==> src/verilog/dht_regs.svh <==
// constants of the disk host task file: port codes, fields, reset values, counts
`ifndef DHT_REGS_SVH
`define DHT_REGS_SVH

// ============================================================
// port codes: {selected, control block, address}
`define DHT_P_DATA      5'h10
`define DHT_P_ERR       5'h11
`define DHT_P_SCNT      5'h12
`define DHT_P_SADDR     5'h13
`define DHT_P_CYLLO     5'h14
`define DHT_P_CYLHI     5'h15
`define DHT_P_UNIT      5'h16
`define DHT_P_STAT      5'h17
`define DHT_P_SHADOW    5'h1e
`define DHT_P_DIGIN     5'h1f

// ============================================================
// reset values
`define DHT_RST_ERR     8'h01
`define DHT_RST_SCNT    8'h01
`define DHT_RST_SADDR   8'h01
`define DHT_RST_CYL     11'h000
`define DHT_RST_UNIT    8'h00
`define DHT_RST_CTRL    8'h00
`define DHT_RST_STEP    4'h0

// ============================================================
// field positions
`define DHT_ST_BUSY     7
`define DHT_ST_READY    6
`define DHT_ST_WFAULT   5
`define DHT_ST_SEEKOK   4
`define DHT_ST_DREQ     3
`define DHT_ST_ERR      0
`define DHT_ER_NOID     4
`define DHT_ER_ABORT    2
`define DHT_ER_OPMASK   8'hd7
`define DHT_CT_SWRST    2

// ============================================================
// command codes (high nibble) and counts
`define DHT_C_RESTORE   4'h1
`define DHT_C_READ      4'h2
`define DHT_C_WRITE     4'h3
`define DHT_C_VERIFY    4'h4
`define DHT_C_FORMAT    4'h5
`define DHT_C_SEEK      4'h7
`define DHT_C_DIAG      4'h9
`define DHT_WORDS_LAST  8'hff

`endif

==> src/verilog/dht_pkg.sv <==
// types of the disk host task file
`default_nettype none
package dht_pkg;
    typedef enum logic [1:0] {
        PH_DIAG = 2'b00,
        PH_IDLE = 2'b01,
        PH_CMD  = 2'b10
    } dht_phase_e;

    typedef enum logic [2:0] {
        CK_STEP  = 3'b000,
        CK_READ  = 3'b001,
        CK_WRITE = 3'b010,
        CK_OTHER = 3'b011,
        CK_DIAG  = 3'b100,
        CK_BAD   = 3'b101
    } dht_kind_e;
endpackage : dht_pkg
`default_nettype wire

==> src/verilog/dht_burst_if.sv <==
// word strobes and sector boundary between task file and word counter
`timescale 1ns/1ps
`default_nettype none
interface dht_burst_if;
    logic wordStrobe;
    logic clear;
    logic sectorDone;
    modport counter (input wordStrobe, input clear, output sectorDone);
    modport user    (output wordStrobe, output clear, input sectorDone);
endinterface : dht_burst_if
`default_nettype wire

==> src/verilog/dht_sync.sv <==
// two-stage synchroniser for host and drive pins
`timescale 1ns/1ps
`default_nettype none
module dht_sync #(
    parameter int W = 35
) (
    input  wire logic         core_clk,
    input  wire logic         arst_n,
    input  wire logic [W-1:0] pinIn,
    output logic      [W-1:0] pinOut
);
    logic [W-1:0] stage1;

    always_ff @(posedge core_clk or negedge arst_n) begin
        if (!arst_n) begin
            stage1 <= '1;
            pinOut <= '1;
        end else begin
            stage1 <= pinIn;
            pinOut <= stage1;
        end
    end
endmodule : dht_sync
`default_nettype wire

==> src/verilog/dht_word_count.sv <==
// counts data-port words and marks each full sector burst
`timescale 1ns/1ps
`default_nettype none
`include "dht_regs.svh"
module dht_word_count (
    input  wire logic   core_clk,
    input  wire logic   arst_n,
    dht_burst_if.counter burst
);
    logic [7:0] words;

    // ============================================================
    // 256 words per sector burst
    always_ff @(posedge core_clk or negedge arst_n) begin
        if (!arst_n) begin
            words            <= 8'h00;
            burst.sectorDone <= 1'b0;
        end else if (burst.clear) begin
            words            <= 8'h00;
            burst.sectorDone <= 1'b0;
        end else begin
            burst.sectorDone <= burst.wordStrobe && (words == `DHT_WORDS_LAST);
            if (burst.wordStrobe) begin
                words <= words + 8'h01;
            end
        end
    end
endmodule : dht_word_count
`default_nettype wire

==> src/verilog/dht_task_file.sv <==
// host-visible task file of the fixed-disk controller
`timescale 1ns/1ps
`default_nettype none
`include "dht_regs.svh"
module dht_task_file (
    input  wire logic        core_clk,
    input  wire logic        arst_n,
    input  wire logic        taskSel_n,
    input  wire logic        ctrlSel_n,
    input  wire logic [2:0]  hostAddr,
    input  wire logic        hostRd_n,
    input  wire logic        hostWr_n,
    input  wire logic [15:0] hostDataIn,
    output logic      [15:0] hostDataOut,
    output logic             hostDataOe,
    output logic             irqReq,
    output logic             resetOut,
    input  wire logic        drvReady,
    input  wire logic        drvSeekDone,
    input  wire logic        drvWriteFault,
    input  wire logic        diskChange_n,
    input  wire logic        floppyPresent,
    input  wire logic [6:0]  testIn,
    output logic             cmdStart,
    output logic      [7:0]  cmdCode,
    output logic      [3:0]  stepRate,
    output logic      [7:0]  sectorCount,
    output logic      [7:0]  sectorAddr,
    output logic      [10:0] cylinder,
    output logic      [7:0]  unitHead,
    input  wire logic        bufReady,
    input  wire logic        secDone,
    input  wire logic [7:0]  secAddrIn,
    input  wire logic [10:0] cylIn,
    input  wire logic        cmdDone,
    input  wire logic [7:0]  cmdErr,
    input  wire logic        diagDone,
    input  wire logic [7:0]  diagCode,
    output logic      [15:0] dataWord,
    output logic             dataWordValid,
    input  wire logic [15:0] readWord,
    output logic             readWordTaken
);
    // ============================================================
    // pin synchronisation
    logic [34:0] pinSync;
    logic        sTask_n;
    logic        sCtrl_n;
    logic [2:0]  sAddr;
    logic        sRd_n;
    logic        sWr_n;
    logic [15:0] sData;
    logic        sReady;
    logic        sSeekOk;
    logic        sWFault;
    logic        sChange_n;
    logic        sFloppy;
    logic [6:0]  sTest;

    dht_sync #(.W(35)) pinSyncer (
        .core_clk (core_clk),
        .arst_n   (arst_n),
        .pinIn    ({taskSel_n, ctrlSel_n, hostAddr, hostRd_n, hostWr_n, hostDataIn,
                    drvReady, drvSeekDone, drvWriteFault, diskChange_n, floppyPresent,
                    testIn}),
        .pinOut   (pinSync)
    );

    assign {sTask_n, sCtrl_n, sAddr, sRd_n, sWr_n, sData,
            sReady, sSeekOk, sWFault, sChange_n, sFloppy, sTest} = pinSync;

    // ============================================================
    // decoding and strobe edges
    function automatic logic [4:0] portSel(input logic t_n, input logic c_n,
                                           input logic [2:0] a);
        portSel = (!t_n) ? {2'b10, a} : (!c_n) ? {2'b11, a} : 5'h00;
    endfunction : portSel

    function automatic dht_pkg::dht_kind_e kindOf(input logic [7:0] code);
        unique case (code[7:4])
            `DHT_C_RESTORE, `DHT_C_SEEK: kindOf = dht_pkg::CK_STEP;
            `DHT_C_READ:                 kindOf = dht_pkg::CK_READ;
            `DHT_C_WRITE, `DHT_C_FORMAT: kindOf = dht_pkg::CK_WRITE;
            `DHT_C_VERIFY:               kindOf = dht_pkg::CK_OTHER;
            `DHT_C_DIAG:                 kindOf = dht_pkg::CK_DIAG;
            default:                     kindOf = dht_pkg::CK_BAD;
        endcase
    endfunction : kindOf

    logic rdPrev_n;
    logic wrPrev_n;
    logic rdStart;
    logic wrEnd;
    logic [4:0] selNow;

    assign selNow  = portSel(sTask_n, sCtrl_n, sAddr);
    assign rdStart = !sRd_n && rdPrev_n;
    assign wrEnd   = sWr_n && !wrPrev_n;

    always_ff @(posedge core_clk or negedge arst_n) begin
        if (!arst_n) begin
            rdPrev_n <= 1'b1;
            wrPrev_n <= 1'b1;
        end else begin
            rdPrev_n <= sRd_n;
            wrPrev_n <= sWr_n;
        end
    end

    // ============================================================
    // control register and programmed reset
    logic [7:0] ctrlReg;
    logic       swRst;

    assign swRst = ctrlReg[`DHT_CT_SWRST];

    always_ff @(posedge core_clk or negedge arst_n) begin
        if (!arst_n) begin
            ctrlReg  <= `DHT_RST_CTRL;
            resetOut <= 1'b1;
        end else begin
            resetOut <= swRst;
            if (wrEnd && selNow == `DHT_P_SHADOW) begin
                ctrlReg <= sData[7:0];
            end
        end
    end

    // ============================================================
    // command launch and phase
    dht_pkg::dht_phase_e phase;
    dht_pkg::dht_kind_e  kind;
    logic                cmdWrite;
    logic                dataReq;
    logic                statErr;
    logic [7:0]          errReg;
    logic                badStart;
    dht_pkg::dht_kind_e  newKind;

    assign cmdWrite = wrEnd && selNow == `DHT_P_STAT;
    assign newKind  = kindOf(sData[7:0]);
    // reads, writes other than format, and verifies need a real start sector
    assign badStart = (newKind == dht_pkg::CK_READ || newKind == dht_pkg::CK_WRITE
                       || newKind == dht_pkg::CK_OTHER) && sectorAddr == 8'h00
                      && sData[7:4] != `DHT_C_FORMAT;

    always_ff @(posedge core_clk or negedge arst_n) begin
        if (!arst_n) begin
            phase    <= dht_pkg::PH_DIAG;
            kind     <= dht_pkg::CK_OTHER;
            cmdStart <= 1'b0;
            cmdCode  <= 8'h00;
        end else if (swRst) begin
            phase    <= dht_pkg::PH_DIAG;
            kind     <= dht_pkg::CK_OTHER;
            cmdStart <= 1'b0;
        end else begin
            cmdStart <= 1'b0;
            unique case (phase)
                dht_pkg::PH_DIAG: begin
                    if (diagDone) begin
                        phase <= dht_pkg::PH_IDLE;
                    end
                end
                dht_pkg::PH_IDLE: begin
                    if (cmdWrite && !badStart && newKind != dht_pkg::CK_BAD) begin
                        cmdCode  <= sData[7:0];
                        kind     <= newKind;
                        cmdStart <= 1'b1;
                        phase    <= (newKind == dht_pkg::CK_DIAG) ? dht_pkg::PH_DIAG
                                                                  : dht_pkg::PH_CMD;
                    end
                end
                dht_pkg::PH_CMD: begin
                    if (cmdDone) begin
                        phase <= dht_pkg::PH_IDLE;
                    end
                end
                default: begin
                    phase <= dht_pkg::PH_IDLE;
                end
            endcase
        end
    end

    // ============================================================
    // step rate kept across commands
    always_ff @(posedge core_clk or negedge arst_n) begin
        if (!arst_n) begin
            stepRate <= `DHT_RST_STEP;
        end else if (cmdWrite && phase == dht_pkg::PH_IDLE && newKind == dht_pkg::CK_STEP) begin
            stepRate <= sData[3:0];
        end
    end

    // ============================================================
    // error register and status error bit
    always_ff @(posedge core_clk or negedge arst_n) begin
        if (!arst_n) begin
            errReg  <= `DHT_RST_ERR;
            statErr <= 1'b0;
        end else if (swRst) begin
            errReg  <= `DHT_RST_ERR;
            statErr <= 1'b0;
        end else if (phase == dht_pkg::PH_DIAG && diagDone) begin
            errReg  <= diagCode;
            statErr <= diagCode != `DHT_RST_ERR;
        end else if (phase == dht_pkg::PH_CMD && cmdDone) begin
            errReg  <= cmdErr & `DHT_ER_OPMASK;
            statErr <= |(cmdErr & `DHT_ER_OPMASK);
        end else if (cmdWrite && phase == dht_pkg::PH_IDLE) begin
            // held until the command ends, or for a rejected command until the next command write
            errReg  <= badStart ? (8'h01 << `DHT_ER_NOID)
                     : (newKind == dht_pkg::CK_BAD) ? (8'h01 << `DHT_ER_ABORT)
                     : 8'h00;
            statErr <= badStart || newKind == dht_pkg::CK_BAD;
        end
    end

    // ============================================================
    // parameter registers
    logic cntMoved;

    always_ff @(posedge core_clk or negedge arst_n) begin
        if (!arst_n) begin
            cntMoved    <= 1'b0;
            sectorCount <= `DHT_RST_SCNT;
            sectorAddr  <= `DHT_RST_SADDR;
            cylinder    <= `DHT_RST_CYL;
            unitHead    <= `DHT_RST_UNIT;
        end else if (swRst) begin
            sectorCount <= `DHT_RST_SCNT;
            sectorAddr  <= `DHT_RST_SADDR;
            cylinder    <= `DHT_RST_CYL;
            unitHead    <= `DHT_RST_UNIT;
        end else if (phase == dht_pkg::PH_CMD && secDone) begin
            // zero at the start stands for 256; once a sector moved, zero is the end
            cntMoved <= 1'b1;
            if (sectorCount != 8'h00 || !cntMoved) begin
                sectorCount <= sectorCount - 8'h01;
            end
            sectorAddr <= secAddrIn;
            cylinder   <= cylIn;
        end else if (wrEnd && phase != dht_pkg::PH_CMD) begin
            unique case (selNow)
                `DHT_P_SCNT:  sectorCount     <= sData[7:0];
                `DHT_P_SADDR: sectorAddr      <= sData[7:0];
                `DHT_P_CYLLO: cylinder[7:0]   <= sData[7:0];
                `DHT_P_CYLHI: cylinder[10:8]  <= sData[2:0];
                `DHT_P_UNIT:  unitHead        <= sData[7:0];
                default:      cntMoved        <= 1'b0;  // command write rearms
            endcase
        end
    end

    // ============================================================
    // data request and sector bursts
    dht_burst_if burst ();

    dht_word_count wordCounter (
        .core_clk (core_clk),
        .arst_n   (arst_n),
        .burst    (burst)
    );

    logic dataSel;

    assign dataSel          = selNow == `DHT_P_DATA && dataReq;
    assign burst.wordStrobe = dataSel && ((kind == dht_pkg::CK_READ && rdStart)
                              || (kind == dht_pkg::CK_WRITE && wrEnd));
    assign burst.clear      = swRst || cmdStart;

    always_ff @(posedge core_clk or negedge arst_n) begin
        if (!arst_n) begin
            dataReq <= 1'b0;
        end else if (swRst || phase != dht_pkg::PH_CMD || cmdDone) begin
            dataReq <= 1'b0;
        end else if (bufReady && (kind == dht_pkg::CK_READ || kind == dht_pkg::CK_WRITE)) begin
            dataReq <= 1'b1;
        end else if (burst.sectorDone) begin
            dataReq <= 1'b0;
        end
    end

    always_ff @(posedge core_clk or negedge arst_n) begin
        if (!arst_n) begin
            dataWord      <= 16'h0000;
            dataWordValid <= 1'b0;
            readWordTaken <= 1'b0;
        end else begin
            dataWordValid <= burst.wordStrobe && kind == dht_pkg::CK_WRITE;
            readWordTaken <= burst.wordStrobe && kind == dht_pkg::CK_READ;
            if (burst.wordStrobe && kind == dht_pkg::CK_WRITE) begin
                dataWord <= sData;
            end
        end
    end

    // ============================================================
    // interrupt request
    logic irqSet;

    // a sector ready for reading, a command end that failed or was not a read, a rejected command write
    assign irqSet = (phase == dht_pkg::PH_CMD && bufReady && kind == dht_pkg::CK_READ)
                 || (phase == dht_pkg::PH_CMD && cmdDone
                     && (kind != dht_pkg::CK_READ || |(cmdErr & `DHT_ER_OPMASK)))
                 || (cmdWrite && phase == dht_pkg::PH_IDLE
                     && (badStart || newKind == dht_pkg::CK_BAD));

    always_ff @(posedge core_clk or negedge arst_n) begin
        if (!arst_n) begin
            irqReq <= 1'b0;
        end else if (swRst) begin
            irqReq <= 1'b0;
        end else if (irqSet) begin
            // a new event outweighs a clearing read in the same cycle
            irqReq <= 1'b1;
        end else if (cmdWrite || (rdStart && selNow == `DHT_P_STAT)) begin
            irqReq <= 1'b0;
        end
    end

    // ============================================================
    // host read port
    logic       busyNow;
    logic [7:0] statusNow;
    logic [7:0] digitalNow;

    assign busyNow = phase != dht_pkg::PH_IDLE || swRst;

    // while busy only the busy and data request bits carry meaning
    always_comb begin
        statusNow                 = 8'h00;
        statusNow[`DHT_ST_BUSY]   = busyNow;
        statusNow[`DHT_ST_DREQ]   = dataReq;
        statusNow[`DHT_ST_READY]  = !busyNow && sReady;
        statusNow[`DHT_ST_WFAULT] = !busyNow && sWFault;
        statusNow[`DHT_ST_SEEKOK] = !busyNow && sSeekOk;
        statusNow[`DHT_ST_ERR]    = !busyNow && statErr;
    end

    // bit 7 belongs to the floppy side and reads zero without it
    assign digitalNow = {sFloppy && !sChange_n, sTest};

    always_ff @(posedge core_clk or negedge arst_n) begin
        if (!arst_n) begin
            hostDataOut <= 16'h0000;
            hostDataOe  <= 1'b0;
        end else if (rdStart) begin
            hostDataOe <= selNow != 5'h00;
            unique case (selNow)
                `DHT_P_DATA:   hostDataOut <= dataSel ? readWord : 16'h0000;
                `DHT_P_ERR:    hostDataOut <= {8'h00, errReg};
                `DHT_P_SCNT:   hostDataOut <= {8'h00, sectorCount};
                `DHT_P_SADDR:  hostDataOut <= {8'h00, sectorAddr};
                `DHT_P_CYLLO:  hostDataOut <= {8'h00, cylinder[7:0]};
                `DHT_P_CYLHI:  hostDataOut <= {13'h0000, cylinder[10:8]};
                `DHT_P_UNIT:   hostDataOut <= {8'h00, unitHead};
                `DHT_P_STAT:   hostDataOut <= {8'h00, statusNow};
                `DHT_P_SHADOW: hostDataOut <= {8'h00, statusNow};
                `DHT_P_DIGIN:  hostDataOut <= {8'h00, digitalNow};
                default:       hostDataOut <= 16'h0000;
            endcase
        end else if (sRd_n) begin
            hostDataOe <= 1'b0;
        end
    end
endmodule : dht_task_file
`default_nettype wire

==> config.mk <==
export PLATFORM = sky130hd
export DESIGN_NAME = dht_task_file
export DESIGN_NICKNAME = d
export VERILOG_FILES = /design/src/verilog/dht_pkg.sv /design/src/verilog/dht_burst_if.sv /design/src/verilog/dht_sync.sv /design/src/verilog/dht_word_count.sv /design/src/verilog/dht_task_file.sv
export VERILOG_INCLUDE_DIRS = /design/src /design/src/verilog
export SDC_FILE = /design/constraint.sdc
export NUM_CORES = 1
export LEC_CHECK = 0
export BUFFER_PORTS_ARGS = -buffer_cell sky130_fd_sc_hd__buf_2
export CORE_MARGIN = 2
export CORE_UTILIZATION = 45
export CTS_CLUSTER_DIAMETER = 150
export DETAILED_ROUTE_END_ITERATION = 8
export PLACE_DENSITY = 0.67
export SLEW_MARGIN = 40
export SYNTH_ARGS = -nofsm -noshare
export SYNTH_HDL_FRONTEND = slang
export SYNTH_SLANG_ARGS = --single-unit
export TNS_END_PERCENT = 1
==> constraint.sdc <==
create_clock -name core_clk -period 2.3 [get_ports core_clk]
set_clock_uncertainty 0.15 [all_clocks]
set_input_delay 0.46 -clock core_clk [delete_from_list [all_inputs] [get_ports core_clk]]
set_output_delay 0.46 -clock core_clk [all_outputs]
set_load 0.02 [all_outputs]
Word-level counts from Yosys, hierarchy flattened --
Index checks and enable logic that the tools add are counted.
Word-level totals: bits in registers 185, latch bits 0, RAM bits 0, ROM bits 0, bits of input ports 92, word-level logic and storage cells 215, memories kept 0
Cells by class: add/sub/neg operators 2, multiply operators 0, div/mod/pow operators 0, $lt $le $gt $ge 0, equality and inequality tests 39, shift-type cells 0, mux-type cells 59, bitwise gates (word level) 1, reduce and logical (&&, ||, !) cells 86
Operators by type and width (count):
- 8-bit 2-to-1 mux | 20
- 16-bit one-hot mux with 9 select lines | 1
- 5-bit == test (second input constant) | 10
- 11-bit 2-to-1 mux | 3
- 1-bit logical AND | 32
- 3-bit nonzero test | 7
- 1-bit 2-to-1 mux | 19
- 16-bit 2-to-1 mux | 1
- 3-bit 2-to-1 mux | 5
- 5-bit 2-to-1 mux | 3
- 3-bit one-hot mux with 5 select lines | 1
- 3-bit AND reduction | 5
- 1-bit logical OR | 14
- 2-bit nonzero test | 7
- 4-bit by 3-bit == test with 1-bit output (second input constant) | 3
- 3-bit != test (second input constant) | 4
- 2-bit 2-to-1 mux | 5
- 3-bit by 2-bit == test with 1-bit output (second input constant) | 3
- 8-bit by 1-bit adder with 8-bit output (second input constant) | 1
- 4-bit by 2-bit == test with 1-bit output (second input constant) | 2
- 8-bit == test (second input constant) | 1
- 8-bit logical NOT | 1
- 8-bit by 1-bit != test with 1-bit output (second input constant) | 1
- 2-bit AND reduction | 4
- 23 further kinds | 34

Longest topological paths before layout --
depth in word-level cells 14, mapped depth 8, depth with buffers taken out 7

Hierarchy --
Synthesis repeated with hierarchy kept, for this count alone.
Second synthesis, totals: cells, all modules 646, area total of the unflattened synthesis 7662.3 um^2
By module, submodules not included:
- dht_task_file | instances 1, cells an instance 535, area each 5403.9 um^2, sequential area each 2612.5 um^2
- dht_sync | instances 1, cells an instance 70, area each 1839.3 um^2, sequential area each 1839.3 um^2
- dht_word_count | instances 1, cells an instance 41, area each 419.2 um^2, sequential area each 225.2 um^2

Worst setup path before layout --
Ideal clock, no wire load.
kind register -> register, from register sectorCount[1], to register sectorCount[0], arrival time 1.954 ns, required time 2.075 ns, setup slack 0.121 ns, cell stages (with the launch flop) 8, period minus slack after synthesis 2.179 ns, cell sequence dfrtp_1 > inv_1 > ha_1 > nor3b_1 > a41oi_1 > or3_4 > a31oi_1 > a2bb2oi_1
On the way: word-level cells in the longest chain between the ends 4
Ends and longest elaborated chain:
- start, declared | line dht_task_file.sv:27 | output logic [7:0] sectorCount,
- start signal, assigned | line dht_task_file.sv:227 | sectorCount <= `DHT_RST_SCNT;
- start signal, assigned | line dht_task_file.sv:232 | sectorCount <= `DHT_RST_SCNT;
- start signal, assigned | line dht_task_file.sv:240 | sectorCount <= sectorCount - 8'h01;
- 8-bit nonzero test | line dht_task_file.sv:239 | if (sectorCount != 8'h00 || !cntMoved) begin
- 1-bit logical OR | line dht_task_file.sv:239
- 3-bit by 2-bit != test with 1-bit output (no source line)
- 3-bit AND reduction (no source line)
Every way passes these cells. A chain may end at the register's enable or synchronous reset.

Final worst setup path --
from register sectorAddr[0], to register cmdCode[3]
On the way: word-level cells in the longest chain between the ends 7
Ends and longest elaborated chain:
- start, declared | line dht_task_file.sv:28 | output logic [7:0] sectorAddr,
- start signal, assigned | line dht_task_file.sv:228 | sectorAddr <= `DHT_RST_SADDR;
- start signal, assigned | line dht_task_file.sv:233 | sectorAddr <= `DHT_RST_SADDR;
- start signal, assigned | line dht_task_file.sv:242 | sectorAddr <= secAddrIn;
- 8-bit logical NOT | line dht_task_file.sv:144 | || newKind == dht_pkg::CK_OTHER) && sectorAddr == 8'h00
- 1-bit logical AND | line dht_task_file.sv:144
- 1-bit logical AND (no source line)
- 1-bit logical NOT | line dht_task_file.sv:166 | if (cmdWrite && !badStart && newKind != dht_pkg::CK_BAD) begin
- 1-bit logical AND (2 in series) | line dht_task_file.sv:166
- 3-bit AND reduction (no source line)
- end signal, assigned | line dht_task_file.sv:167 | cmdCode <= sData[7:0];
- end, declared | line dht_task_file.sv:25 | output logic [7:0] cmdCode,
Every way passes these cells.

==> flow_summary.yaml <==
run_status:
  status: "completed"
grt:
  grt_use_total_pct: 23.8
  antenna_found_initial: 0
  grt_max_degree: 64
  grt_pass1_vias: 6110
  grt_pass1_wl_um: 33000
  overflow: 0
detailed_routing:
  wl_per_cell_um: 19.1
  vias: 5973
  first_iter_violations: 375
  viasPerCell: 5.41
  drt_first_pass_iters: 5
  drc: 0
  drt_wl_total_um: 21100
  ant_nets: 0
clock_tree:
  insertion_delay_ns: 0.43
  cts_sinks: 183
  htree_levels: 4
  cts_buffers: 17
  cts_root_buffer: "clkbuf_16"
  cts.path.max_buffers: 2
  cts_tree: "done"
  cts_setup_buffers: 0
  clk_pin_slew_worst_paths_ns: 0.07
critical_path:
  worst_setup_path_end_kind: "flop"
  slowest_stage: "or4_1"
  cp_num_buf_inv: 0
  cp-start-kind: "flop"
  cp_top_family: "simple AND/OR/NAND/NOR gates"
  cp.arrival_ns: 2.34
  cp.required_ns: 2.46
  crit_path_cell_trace: "or4_1, nor3_2, a21oi_2, nand3_4, mux2_2"
  crit_fanout: 10
  max_stage_delay_ns: 0.62
  worstSetupPathType: "reg -> reg"
die:
  die_area_um2: 18200
  io_pins: 177
  initial_core_util_pct: 46.3
  core_area_um2: 16700
  chipWidth_um: 135
  fp-row-count: 47
  die_h_um: 135
logic_synthesis:
  synth_seq_area_share_pct: 60.5
  yosysUniqueCellTypes: 66
  synth_edf_count: 0
  synthCells: 641
  yosysTopAreaCellShare_pct: 34.0
  synth_area_um2: 7720
  ys.flop_type: "dfrtp_1"
  ys_seq_elements: 183
  yosys.area.top_type: "dfrtp_1"
  avgSynthCellArea_um2: 12.1
  synth_top_cells_by_area: "dfrtp_1 34%, dfstp_2 27%, mux2_2 3.5%"
  yosys_warnings: 0
  synth_nets: 735
  async_flop_share_pct: 100
pwr:
  p_leak_nw: 4.79
  power_density_nw_per_um2: 889
  ir_drop_uv: 492
  total_power_mw: 8.87
min_path:
  hold_path_class: "in -> reg"
place:
  placed_area_um2: 9020
  gp_congestion: 0.865
  dp_hpwl_um: 15900
  io_buffers: 174
timing:
  slew_viol_final: 0
  layout_min_cycle_time_ns: 2.19
  whs_ns: 0.126
  worst_pin_slew_ns: 0.664
  tns_ns: 0
  clock.fmax_ghz: 0.457
  final-hold-violation-count: 0
  setup_viol: 0
  timing.final.crit_share_pct: 95.1
  rsz0062_at_grt: "no"
  slew-limit-headroom_pct: 55.3
final_layout:
  area_growth_pct: 29.2
  antennaDiodeCount: 0
  finalNetCount: 965
  postLayoutCellArea_um2: 9980
  drive_above_1_share_pct: 42.0
  fillerInstances: 1437
run:
  drv_cap: 0
-- metal layers --
metal | share of wire [%] | vias to the layer above | global-route usage, %
met5 | 0 | - | 0
met4 | 2.2 | 0 | 7.58
met3 | 7.6 | 26 | 5.37
met2 | 46 | 256 | 37.8
met1 | 44 | 2936 | 32.9
li1 | - | 2755 | -
-- layout by cell type (no fill, tap or decap), drive strengths merged, types with 3 or more instances in the layout --
master / n
a211oi: 11
a21boi: 3
a21o: 12
a21oi: 16
a221o: 4
a221oi: 3
a22o: 9
a22oi: 7
a31oi: 9
a32oi: 11
and4bb: 3
buf: 211
clkbuf: 18
clkinv: 6
dfrtp: 105
dfstp: 78
dlygate4sd3: 36
inv: 20
mux2: 31
mux2i: 25
nand2: 69
nand2b: 10
nand3: 10
nand3b: 7
nor2: 44
nor2b: 9
nor3: 14
nor4: 6
o21ai: 32
o22ai: 4
o31ai: 11
or3: 4
or4: 3
xnor2: 6
xor2: 5
-- registers in the layout, indices dropped and copies added (netlist names), 11 cells and up --
signal and flops:
pinSyncer.pinOut 35, dataWord 16, hostDataOut 16, pinSyncer.stage1 35
cylinder 11
-- worst min-delay path: stages --
cell     delay [ns]
buf_2          0.09
nand2_1        0.04
o21ai_0        0.06
-- repair_timing --
item                                    in CTS  in global routing
hold buffers                                36                  0
hold endpoints to repair                    60                  0
gates resized for setup                      0                  1
endpoints found under the setup margin       0                  1
-- where the power goes --
| group | switching (mW) | internal [mW] |
|---|---|---|
| clock network | 1.32 | 1.57 |
| registers | 0.413 | 3.68 |
| logic | 1.11 | 0.787 |
-- path summary, 6_finish.rpt --
| path | start | to | slack (ns) | depth (start not counted) |
|---|---|---|---|---|
| max in group asynchronous | arst_n | pinSyncer.pinOut[28] | 0.95 | 3 |
| hold / removal | readWord[12] | hostDataOut[12] | 0.13 | 3 |
| setup / recovery | sectorAddr[0] | cmdCode[3] | 0.11 | 5 |
| hold reg to reg | pinSyncer.stage1[17] | pinSyncer.pinOut[17] | 0.21 | 0 |
| min in group asynchronous | arst_n | cylinder[2] | 0.35 | 2 |
| setup reg to reg | sectorAddr[0] | cmdCode[3] | 0.11 | 5 |
-- synthesized netlist by cell type, types with 5 or more instances --
library cell	n
a211oi_1	11
a21o_1	12
a21oi_1	14
a22o_1	9
a22oi_1	7
a31oi_1	9
a32oi_1	11
buf_2	11
clkbuf_1	19
dfrtp_1	105
dfstp_2	78
inv_1	13
mux2_2	24
mux2_4	7
mux2i_1	25
nand2_1	69
nand2b_1	10
nand3_1	8
nand3b_1	7
nor2_1	44
nor2b_1	8
nor3_1	10
nor4_1	5
o21ai_0	32
o31ai_1	11
xnor2_1	6
xor2_1	5
-- cell type report --
cell class                      count  area, µm²  area share, %
Clock buffer                       18        439           4.40
Clock inverter                     14        156           1.57
Inverter                           14       52.6          0.526
Multi-Input combinational cell    408       2820           28.2
Sequential cell                   183       4680           46.8
Tap cell                          220        275           2.76
Timing Repair Buffer              247       1570           15.7
-- per-stage QoR --
stage,util (%),setup WS [ns],instances
after floorplan,-,0.121,641
after global placement,54.0,0.124,1036
after detailed placement,54.0,0.0870,1036
after CTS,59.7,0.0530,1104
after global routing,59.8,0.0201,1104
final,59.8,0.112,1104
-- logic make-up (layout without fill, tap and decap cells) --
| group | after synthesis | in the layout | share of synthesized area [%] |
|---|---|---|---|
| AOI/OAI and AO/OA | 146 | 146 | 13.5 |
| and+or+nand+nor | 193 | 193 | 13.2 |
| muxes | 56 | 56 | 8.10 |
| xor gates and xnor gates | 11 | 11 | 1.25 |
| adders and majority gates | 2 | 2 | 0.324 |
| buffers and inverters | 50 | 293 | 3.04 |
| DFF | 183 | 183 | 60.5 |
Note: power is estimated with default switching activity, not from simulation.
